[src/design/sss_consts.svh]
`ifndef SSS_CONSTS_SVH
`define SSS_CONSTS_SVH
`define SSS_SEL_W 4
`define SSS_SRC_W 8
`define SSS_NUM_SRC 16
`define SSS_SRC_NC 8'h00
`define SSS_SP_W 32
`define SSS_NUM_SEG 8
`define SSS_CODE_NONE 4'h0
`define SSS_CODE_MAX 4'h8
`define SSS_BIT0 0
`define SSS_BIT3 3
`define SSS_SEG_W 4
`define SSS_IDX_W 3
`define SSS_SEG_NONE 4'h0
`define SSS_SP_ZERO 32'h00000000
`endif

[src/design/sss_pkg.sv]
`include "sss_consts.svh"
package sss_pkg;
    typedef logic [`SSS_SP_W-1:0] sss_sp_t;
    typedef enum logic [1:0] {
        SSS_SEL_NONE,
        SSS_SEL_SEG,
        SSS_SEL_INVALID
    } sss_sel_e;
endpackage

[src/design/sss_trig_if.sv]
`timescale 1ns/10ps
`default_nettype none
`include "sss_consts.svh"
interface sss_trig_if;
    logic [`SSS_NUM_SRC-1:0] trig_sync;
    logic [`SSS_SEL_W-1:0] sel_code;
    modport mapper (input trig_sync, output sel_code);
    modport user (output trig_sync, input sel_code);
endinterface
`default_nettype wire

[src/design/sss_top.sv]
`timescale 1ns/10ps
`default_nettype none
`include "sss_consts.svh"
// Operation
// - four weighted bits form selection code
// - bit follows its trigger level
// - 0 none, 1..8 segment, above invalid
// - selection used only without running sequence
// - each bit has configurable source, default none
// - valid nonzero code switches active setpoint
module sss_top
    import sss_pkg::*;
(
    // clock and reset
    input wire logic clk,
    input wire logic rst_n,
    // trigger sources, index 0 is not connected
    input wire logic [`SSS_NUM_SRC-1:0] trig_in,
    // source assignments
    input wire logic [`SSS_SRC_W-1:0] segment_select_weight1_source,
    input wire logic [`SSS_SRC_W-1:0] segment_select_weight2_source,
    input wire logic [`SSS_SRC_W-1:0] segment_select_weight4_source,
    input wire logic [`SSS_SRC_W-1:0] segment_select_weight8_source,
    // operating state
    input wire logic sequence_active,
    // default setpoints when no segment is chosen
    input wire logic [`SSS_SP_W-1:0] base_frequency_setpoint,
    input wire logic [`SSS_SP_W-1:0] base_pid_setpoint,
    input wire logic [`SSS_SP_W-1:0] base_torque_setpoint,
    // segment setpoints, segment n at slice n-1
    input wire logic [`SSS_NUM_SEG*`SSS_SP_W-1:0] seg_frequency_setpoints,
    input wire logic [`SSS_NUM_SEG*`SSS_SP_W-1:0] seg_pid_setpoints,
    input wire logic [`SSS_NUM_SEG*`SSS_SP_W-1:0] seg_torque_setpoints,
    // results
    output logic [`SSS_SEL_W-1:0] sel_code,
    output logic [`SSS_SEG_W-1:0] active_segment,
    output logic segment_active,
    output logic sel_invalid,
    output logic [`SSS_SP_W-1:0] frequency_setpoint,
    output logic [`SSS_SP_W-1:0] pid_setpoint,
    output logic [`SSS_SP_W-1:0] torque_setpoint
);
    // the mapper sees only synchronised triggers, so a glitch on a pin
    // cannot reach the code in the cycle it happens; the interface keeps
    // the trigger fan-in and the code together between the two modules
    sss_trig_if tif();

    logic [`SSS_NUM_SRC-1:0] trig_meta_reg, trig_meta_next;
    logic [`SSS_NUM_SRC-1:0] trig_sync_reg, trig_sync_next;
    logic seq_meta_reg, seq_meta_next;
    logic seq_sync_reg, seq_sync_next;
    logic [`SSS_SEL_W-1:0] code_reg, code_next;
    logic [`SSS_SEG_W-1:0] seg_reg, seg_next;
    logic act_reg, act_next;
    logic inv_reg, inv_next;
    sss_sp_t freq_reg, freq_next;
    sss_sp_t pid_reg, pid_next;
    sss_sp_t torq_reg, torq_next;
    sss_sel_e kind;

    sss_trig_map u_map (
        .tif(tif.mapper),
        .src_w1(segment_select_weight1_source),
        .src_w2(segment_select_weight2_source),
        .src_w4(segment_select_weight4_source),
        .src_w8(segment_select_weight8_source)
    );

    // pins are asynchronous to clk, so two stages first
    always_comb begin
        trig_meta_next = trig_in;
        trig_sync_next = trig_meta_reg;
        seq_meta_next = sequence_active;
        seq_sync_next = seq_meta_reg;
    end

    assign tif.trig_sync = trig_sync_reg;

    // classify the code; codes above the segment count are refused,
    // never clipped onto the last segment
    function automatic sss_sel_e classify(input logic [`SSS_SEL_W-1:0] c);
        if (c == `SSS_CODE_NONE)
            return SSS_SEL_NONE;
        if (c <= `SSS_CODE_MAX)
            return SSS_SEL_SEG;
        return SSS_SEL_INVALID;
    endfunction

    // segment n lives at slice n-1; callers pass codes 1..8 only, as
    // code 0 would wrap round to the top slice
    function automatic sss_sp_t slice(
        input logic [`SSS_NUM_SEG*`SSS_SP_W-1:0] v,
        input logic [`SSS_SEL_W-1:0] c);
        logic [`SSS_SEL_W-1:0] idx;
        idx = c - `SSS_SEL_W'(1);
        return v[idx[`SSS_IDX_W-1:0]*`SSS_SP_W +: `SSS_SP_W];
    endfunction

    // latency: triggers reach the outputs three edges after a pin
    // moves, setpoints and sources one edge after they change; the
    // sequencer input runs through the same two stages as the triggers,
    // so a sequence start and a code change are seen on the same edge
    // limitation: a trigger pulse shorter than one clock may be missed;
    // the triggers are levels, so that is acceptable

    // two-stage synchronisers; only the second stage feeds logic
    // the config ports are static and skip this
    always_ff @(posedge clk or negedge rst_n) begin
        if (!rst_n) begin
            trig_meta_reg <= '0;
            trig_sync_reg <= '0;
            seq_meta_reg <= 1'b0;
            seq_sync_reg <= 1'b0;
        end else begin
            trig_meta_reg <= trig_meta_next;
            trig_sync_reg <= trig_sync_next;
            seq_meta_reg <= seq_meta_next;
            seq_sync_reg <= seq_sync_next;
        end
    end

    // raw code and its validity; invalid is flagged under a sequence too
    // kind is pure decode, so it is not a register
    always_comb begin
        kind = classify(tif.sel_code);
        code_next = tif.sel_code;
        // code 9 and above is refused, not clipped
        inv_next = (kind == SSS_SEL_INVALID);
    end

    // code group registers; the code is shown raw to help debug wiring
    always_ff @(posedge clk or negedge rst_n) begin
        if (!rst_n) begin
            code_reg <= `SSS_CODE_NONE;
            inv_reg <= 1'b0;
        end else begin
            code_reg <= code_next;
            inv_reg <= inv_next;
        end
    end

    // segment choice; the sequencer owns the setpoint while it runs
    always_comb begin
        act_next = 1'b0;
        seg_next = `SSS_SEG_NONE;
        case (kind)
            SSS_SEL_SEG: begin
                // a sequence in progress keeps the selection from acting
                if (!seq_sync_reg) begin
                    act_next = 1'b1;
                    seg_next = tif.sel_code;
                end
            end
            SSS_SEL_NONE: begin
                // no segment: the base setpoints keep the drive running
                act_next = 1'b0;
            end
            SSS_SEL_INVALID: begin
                // a bad code must never pick a segment by accident
                act_next = 1'b0;
            end
            default: begin
                // kind only takes the three values above
                act_next = 1'b0;
            end
        endcase
    end

    // selection group registers; reset leaves no segment chosen
    always_ff @(posedge clk or negedge rst_n) begin
        if (!rst_n) begin
            seg_reg <= `SSS_SEG_NONE;
            act_reg <= 1'b0;
        end else begin
            seg_reg <= seg_next;
            act_reg <= act_next;
        end
    end

    // setpoint mux; base values stand whenever no segment is chosen
    // the slices come straight from the ports, which are static
    // configuration, so they skip the synchronisers
    always_comb begin
        freq_next = base_frequency_setpoint;
        pid_next = base_pid_setpoint;
        torq_next = base_torque_setpoint;
        // same condition as the segment flag, so the outputs agree
        if (act_next) begin
            freq_next = slice(seg_frequency_setpoints, tif.sel_code);
            pid_next = slice(seg_pid_setpoints, tif.sel_code);
            torq_next = slice(seg_torque_setpoints, tif.sel_code);
        end
    end

    // setpoint group registers; the whole word moves on one edge, so a
    // consumer never sees a half-switched setpoint
    always_ff @(posedge clk or negedge rst_n) begin
        if (!rst_n) begin
            // zero until the first decode after reset
            freq_reg <= `SSS_SP_ZERO;
            pid_reg <= `SSS_SP_ZERO;
            torq_reg <= `SSS_SP_ZERO;
        end else begin
            freq_reg <= freq_next;
            pid_reg <= pid_next;
            torq_reg <= torq_next;
        end
    end

    // every output comes straight from a register
    assign sel_code = code_reg;
    assign active_segment = seg_reg;
    assign segment_active = act_reg;
    assign sel_invalid = inv_reg;
    assign frequency_setpoint = freq_reg;
    assign pid_setpoint = pid_reg;
    assign torque_setpoint = torq_reg;
endmodule
`default_nettype wire

[src/design/sss_trig_map.sv]
`timescale 1ns/10ps
`default_nettype none
`include "sss_consts.svh"
module sss_trig_map
    import sss_pkg::*;
(
    // trigger fan-in and code out
    sss_trig_if.mapper tif,
    // source choice per selection bit
    input wire logic [`SSS_SRC_W-1:0] src_w1,
    input wire logic [`SSS_SRC_W-1:0] src_w2,
    input wire logic [`SSS_SRC_W-1:0] src_w4,
    input wire logic [`SSS_SRC_W-1:0] src_w8
);
    // unconnected or out-of-range source reads FALSE
    function automatic logic pick(input logic [`SSS_SRC_W-1:0] src,
                                  input logic [`SSS_NUM_SRC-1:0] trg);
        if (src == `SSS_SRC_NC || src >= `SSS_SRC_W'(`SSS_NUM_SRC))
            return 1'b0;
        return trg[src[`SSS_SEG_W-1:0]];
    endfunction

    // weights 1,2,4,8 go to bits 0..3
    always_comb begin
        tif.sel_code = {pick(src_w8, tif.trig_sync),
                        pick(src_w4, tif.trig_sync),
                        pick(src_w2, tif.trig_sync),
                        pick(src_w1, tif.trig_sync)};
    end
endmodule
`default_nettype wire

[config.mk]
export PLATFORM = sky130hd
export DESIGN_NAME = sss_top
export DESIGN_NICKNAME = d
export VERILOG_FILES = /design/src/design/sss_pkg.sv /design/src/design/sss_trig_if.sv /design/src/design/sss_top.sv /design/src/design/sss_trig_map.sv
export VERILOG_INCLUDE_DIRS = /design/src /design/src/design
export SDC_FILE = /design/constraint.sdc
export NUM_CORES = 1
export LEC_CHECK = 0
export BUFFER_PORTS_ARGS = -buffer_cell sky130_fd_sc_hd__clkbuf_2
export CAP_MARGIN = 20
export CELL_PAD_IN_SITES_DETAIL_PLACEMENT = 2
export CELL_PAD_IN_SITES_GLOBAL_PLACEMENT = 2
export CORE_AREA = 2 2 399 401
export DETAILED_ROUTE_END_ITERATION = 16
export DIE_AREA = 0 0 401 403
export PLACE_DENSITY_LB_ADDON = 0.1
export SLEW_MARGIN = 10
export SYNTH_ARGS = -nofsm -noshare
export SYNTH_HDL_FRONTEND = slang
export SYNTH_SLANG_ARGS = --single-unit
[constraint.sdc]
create_clock -name clk -period 6.16 [get_ports clk]
set_input_delay 1.232 -clock clk [delete_from_list [all_inputs] [get_ports clk]]
set_output_delay 1.232 -clock clk [all_outputs]
set_load 0.03 [all_outputs]
==> results by group, run 1 <==
Place
  • Port Buffer Count: 1019
  • Dpl cells: 3702
  • Placed wire-length estimate: 77600 um
  • GPL Wtd Cong: 0.879

Logic synthesis
  • Share of the yosys chip area belonging to registers: 30.0%
  • Count leader, synth: mux4_2
  • Synth cell types: 29
  • Avg Inst Size Synth: 18.0 um2
  • Yosys top cell by area: mux4_2
  • Post-synth top cells: mux4_2, dfrtp_1, mux2_2, mux2_4, clkbuf_1
  • Synth async-reset ratio: 100%
  • Area contributors post-synth: mux4_2, dfrtp_1, mux2_4
  • Mapped Area: 11500 um2
  • Post-Syn Instances: 642
  • Register bit total from synthesis: 138
  • Syn nets: 1559
  • Yosys top cell area share: 39.7%
  • Synth warn: 0
  • Post-synth EDFFs: 0
  • Ys flop type: dfrtp_1

STA
  • Post-route minimum period: 4520 ps
  • Slew @ Worst Pin: 932 ps
  • Tcrit/Tclk final: 73.3%
  • Clk_skew: 16.5 ps
  • Setup Viol. Count Final: 0
  • Final Hold Vio Count: 0
  • Setup TNS: 0 ps
  • Rel. slew slack: 37.3%
  • Highest Clock Rate: 221 MHz
  • Unrepaired setup endpoints after global routing: false
  • Final Max Tran Viols: 0

Routing
  • 1st-iter DRT viols: 398
  • Drt via density: 2.98
  • TritonRoute pass-1 iters: 4
  • # DRC: 0
  • Drt wl/cell: 24.1 um
  • Detailed Route WL: 90000 um
  • Final ANT Viol Nets: 0
  • Total number of vias: 11200

Power and ir drop
  • Psw: 0.00112 W
  • P per Cell Area: 166 nW/um2
  • P_int: 0.00215 W
  • IR drop worst, VDD: 0.205 mV
  • Leak: 8.60 nW
  • Clock power frac: 37.4%
  • Switching share of power: 34.3%
  • Sequential share of power: 30.3%
  • Gate power share: 32.3%

Clock network
  • H-tree depth: 4
  • Clk Latency, worst-skew pair: 530 ps
  • Deepest clock path buffer count: 2
  • CTS clk-pin slew, worst paths: 80 ps
  • Clock Sinks: 138
  • CTS root buf: clkbuf_16
  • TritonCTS clock tree: done
  • Hold-fix buffers, CTS: 0
  • CTS buffer count: 17
  • Post-CTS Setup Bufs: 0
  • CTS resizes: 0

Worst setup path
  • WP data arrival: 4920 ps
  • Slowest cell on the critical path: nor4_1
  • Worst path cell trace: clkbuf_2, nor4_1, o21ai_0, a2111oi_4, inv_1, ha_4, buf_4, mux4_2, mux2_2, mux2_4
  • CP peak stage delay: 560 ps
  • Largest fanout on the critical path: 24
  • Buf/Inv on CP: 3
  • Crit path max-delay family: multiplexers
  • Crit start category: primary input
  • Worst path required time: 6560 ps
  • Crit path kind: in -> reg
  • Crit path capture type: flip-flop

Die
  • CORE AREA: 157000 um2
  • Initial Utilization: 7.32%
  • Height of the die: 403 um
  • Die area: 162000 um2
  • # IOs: 1021
  • Die X: 401 um
  • Cell row count: 146

Global route
  • First-pass GRT wire length: 121000 um
  • Number of antenna violations at the first check in global routing: 28
  • Gr ovfl total: 0
  • Maximum number of pins on one net before global-route repair: 71
  • Number of global-route vias before repair: 13500
  • GRT Total Usage: 11.0%

Min path
  • Worst Hold Class: reg -> reg

Run
  • Max cap viols: 0

Outcome
  • Outcome: finished clean

Cells and area
  • Layout overhead on the synthesized area: 71.0%
  • Share of cells above drive strength 1: 89.4%
  • Final std cells w/o fill: 3740
  • Layout Nets: 2566
[layer usage]
metal  up-vias  GRT usage, %  routed length [um]
li1       4757             -                   -
met1      5732          11.7               32700
met2       591          20.3               48400
met3        58          4.23                7450
met4        16          2.39                1310
met5         -             0                 103
[cell usage in the layout, fill, tap and decap left out, types with 4 or more instances in the layout]
cell type / instances
buf_12: 11
inv_1: 4
mux2_4: 97
clkbuf_2: 1018
diode_2: 6
buf_4: 21
nor3_1: 5
mux4_2: 203
dfrtp_1: 138
clkbuf_16: 17
nand2_1: 6
mux2_2: 97
nor4_1: 4
inv_6: 6
mux2i_1: 5
[worst paths after layout]
kind,from,to,slack (ps),cells after the start
setup / recovery,segment_select_weight1_source[4],frequency_setpoint[26],1640,10
hold / removal,trig_meta_reg[5],tif.trig_sync[5],350,0
setup reg to reg,tif.trig_sync[10],frequency_setpoint[26],2420,8
hold reg to reg,trig_meta_reg[5],tif.trig_sync[5],350,0
max in group asynchronous,rst_n,pid_setpoint[13],4420,2
min in group asynchronous,rst_n,torque_setpoint[27],700,1
[logic make-up (layout without fill, tap and decap cells)]
logic type                 Yosys count  in the layout  synth area share, %
other                                0              6                    0
muxes                              407            407                 63.1
and+or+nand+nor                     20             20                0.955
xor gates and xnor gates             2              2                0.217
DFF                                138            138                 30.0
AOI/OAI and AO/OA                    6              6                0.478
adders and majority gates            2              2                0.217
buffers and inverters               67           1087                 5.05
[through the flow]
stage	setup WS, ps	cell area (um2)	power [W]	hold slack [ps]	utilization [%]
floorplan	1550	11500	0.00154	331	-
CTS	1510	19700	0.00344	354	12.5
detailed placement	905	19100	0.00211	337	12.1
global placement	925	19100	0.00210	335	12.1
finish	1640	19700	0.00327	353	12.5
global route	1380	19700	0.00351	359	12.5
[area by class of cell]
type	instances	area [um2]
fillers	18300	138000
multi-input cells	437	7510
repair buffers	1051	5490
flip-flops and latches	138	3450
well taps	2072	2590
clock buffers	17	425
clock inverters	15	203
inverters	4	15.0
diodes	6	15.0
[power groups by stage]
stage	combinational, W	clock (W)	sequential, W
final	0.00106	0.00123	0.000991
after global routing	0.00115	0.00136	0.000998
after CTS	0.00110	0.00134	0.000993
after detailed placement	0.00110	0	0.00101
after global placement	0.00109	0	0.00101
after floorplan	0.000429	0	0.00111
No activity file was read; power rests on OpenSTA's default activity.
==> run 2: changes to the inputs <==
- CORE_AREA: 2 2 399 401 -> 2 2 393 395
- DIE_AREA: 0 0 401 403 -> 0 0 395 397
- clock period: 6.16 -> 4.37 ns (I/O delays scaled with it)
==> results by group, run 2 (synthesis gave the netlist of run 1 again) <==
STA
  • Final Max Tran Viols: 0
  • Tcrit/Tclk final: 85.8%
  • Rel. slew slack: 47.3%
  • Setup Viol. Count Final: 0
  • Slew @ Worst Pin: 783 ps
  • Final Hold Vio Count: 0
  • Highest Clock Rate: 267 MHz
  • Unrepaired setup endpoints after global routing: false
  • Post-route minimum period: 3750 ps
  • Clk_skew: 22.7 ps

Worst setup path
  • Buf/Inv on CP: 5
  • Worst path cell trace: clkbuf_2, nor4_1, buf_4, o21ai_0, a2111oi_4, inv_1, ha_4, buf_12, buf_4, mux4_2, mux2_2, mux2_4
  • WP data arrival: 4150 ps
  • CP peak stage delay: 480 ps
  • Reg2reg start: tif.trig_sync[15]
  • Crit path kind: in -> reg
  • Crit start category: primary input
  • R2R Setup Slk: 890 ps
  • Most used cell, CP: buf_4
  • Slowest cell on the critical path: nor4_1
  • Worst Reg-to-Reg Cells: 9
  • Largest fanout on the critical path: 24
  • Reg2reg end: frequency_setpoint[8]
  • Crit path capture type: flip-flop
  • Worst path required time: 4770 ps
  • Crit path max-delay family: multiplexers

Power and ir drop
  • Gate power share: 33.7%
  • Leak: 8.92 nW
  • P per Cell Area: 228 nW/um2
  • Clock power frac: 36.0%
  • Switching share of power: 34.4%
  • Pwr Total: 0.00461 W
  • IR drop worst, VDD: 0.337 mV
  • P_int: 0.00302 W
  • Psw: 0.00159 W
  • Sequential share of power: 30.3%

Global route
  • Maximum number of pins on one net before global-route repair: 61
  • Gr ovfl total: 0
  • Number of global-route vias before repair: 13600
  • First-pass GRT wire length: 118000 um
  • Number of antenna violations at the first check in global routing: 34
  • GRT Total Usage: 11.1%

Clock network
  • CTS root buf: clkbuf_16
  • Clock Sinks: 138
  • Clk Latency, worst-skew pair: 530 ps
  • CTS resizes: 0
  • CTS clk-pin slew, worst paths: 80 ps
  • Deepest clock path buffer count: 2
  • H-tree depth: 4
  • Post-CTS Setup Bufs: 0
  • CTS buffer count: 17
  • Hold-fix buffers, CTS: 0
  • TritonCTS clock tree: done

Routing
  • Drt via density: 3.01
  • 1st-iter DRT viols: 430
  • # DRC: 0
  • Drt wl/cell: 23.5 um
  • Detailed Route WL: 88500 um
  • Total number of vias: 11300
  • Final ANT Viol Nets: 0
  • TritonRoute pass-1 iters: 4

Die
  • Cell row count: 144
  • Initial Utilization: 7.53%
  • Die area: 157000 um2
  • Height of the die: 397 um
  • # IOs: 1021
  • CORE AREA: 153000 um2
  • Die X: 395 um

Cells and area
  • Finished Core Util: 13.2%
  • Layout Nets: 2620
  • Share of cells above drive strength 1: 89.7%
  • Commonest non-fill, non-tap cells in the layout: clkbuf_2, mux4_2, dfrtp_1
  • Filler Cells Inserted: 17600
  • Most common cell after layout, fill and taps aside: clkbuf_2
  • Layout overhead on the synthesized area: 75.4%

Place
  • Placed wire-length estimate: 78700 um
  • Port Buffer Count: 1019
  • GPL Wtd Cong: 0.914

Min path
  • Worst Hold Class: in -> async

Outcome
  • Outcome: finished clean

Run
  • Max cap viols: 0
==> run 2: cell count changes in the layout (fill, tap and decap cells not counted), sizes merged <==
cell	before	now
clkinvlp	1	0
diode	6	11
inv	13	15
buf	32	86
bufinv	2	1
==> run 2: cell type report <==
cell class / instances / area, um2 / area share, %
inverter: 4 / 15.0 / 0.0743
clock buffer: 17 / 425 / 2.10
multi-input combinational: 437 / 7510 / 37.2
tap: 2044 / 2560 / 12.7
sequential: 138 / 3450 / 17.1
antenna: 11 / 27.5 / 0.136
clock inverter: 15 / 190 / 0.941
timing repair buffer: 1105 / 6030 / 29.8
==> run 2: power groups by stage <==
stage | Combinational, W | Sequential [W] | Clock [W]
6_report | 0.00155 | 0.00140 | 0.00166
5_1_grt | 0.00168 | 0.00141 | 0.00184
4_1_cts | 0.00161 | 0.00140 | 0.00181
3_5_place_dp | 0.00161 | 0.00142 | 0
3_3_place_gp | 0.00160 | 0.00142 | 0
2_1_floorplan | 0.000604 | 0.00156 | 0
==> run 2: layer usage <==
metal / vias up / GRT usage [%] / wire length, um
met5: - / 0 / 135
met4: 20 / 3.85 / 2320
met3: 100 / 4.46 / 7710
met2: 608 / 20.1 / 47200
met1: 5743 / 11.5 / 31200
li1: 4869 / - / -
==> run 2: worst max-delay path by stage <==
stage	startpoint	endpoint	depth (start not counted)
after floorplan	segment_select_weight1_source[1]	torque_setpoint[10]	13
after global placement	segment_select_weight1_source[4]	frequency_setpoint[8]	12
after detailed placement	segment_select_weight1_source[4]	pid_setpoint[6]	12
after CTS	segment_select_weight1_source[4]	frequency_setpoint[8]	12
after global routing	segment_select_weight1_source[4]	pid_setpoint[15]	14
final	segment_select_weight1_source[4]	frequency_setpoint[8]	12
==> run 2: worst register-to-register path: cells and delay by family (launching register included) <==
kind                       cells  cell delay (ps)
adders and majority gates      1              260
and+or+nand+nor                1              250
buffers and inverters          2              520
DFF                            1              450
muxes                          5             1900
==> run 2: stage by stage <==
step / cell area (um2) / TNS, ps / hold WS [ps] / instances / setup WS, ps
after floorplan: 11500 / 0 / 331 / 642 / 116
after global placement: 19600 / -1540 / 335 / 3728 / -95.3
after detailed placement: 19600 / -359 / 336 / 3728 / -55.8
after CTS: 20200 / 0 / 308 / 3760 / 546
after global routing: 20200 / 0 / 322 / 3768 / 445
final: 20200 / 0 / 350 / 3771 / 619
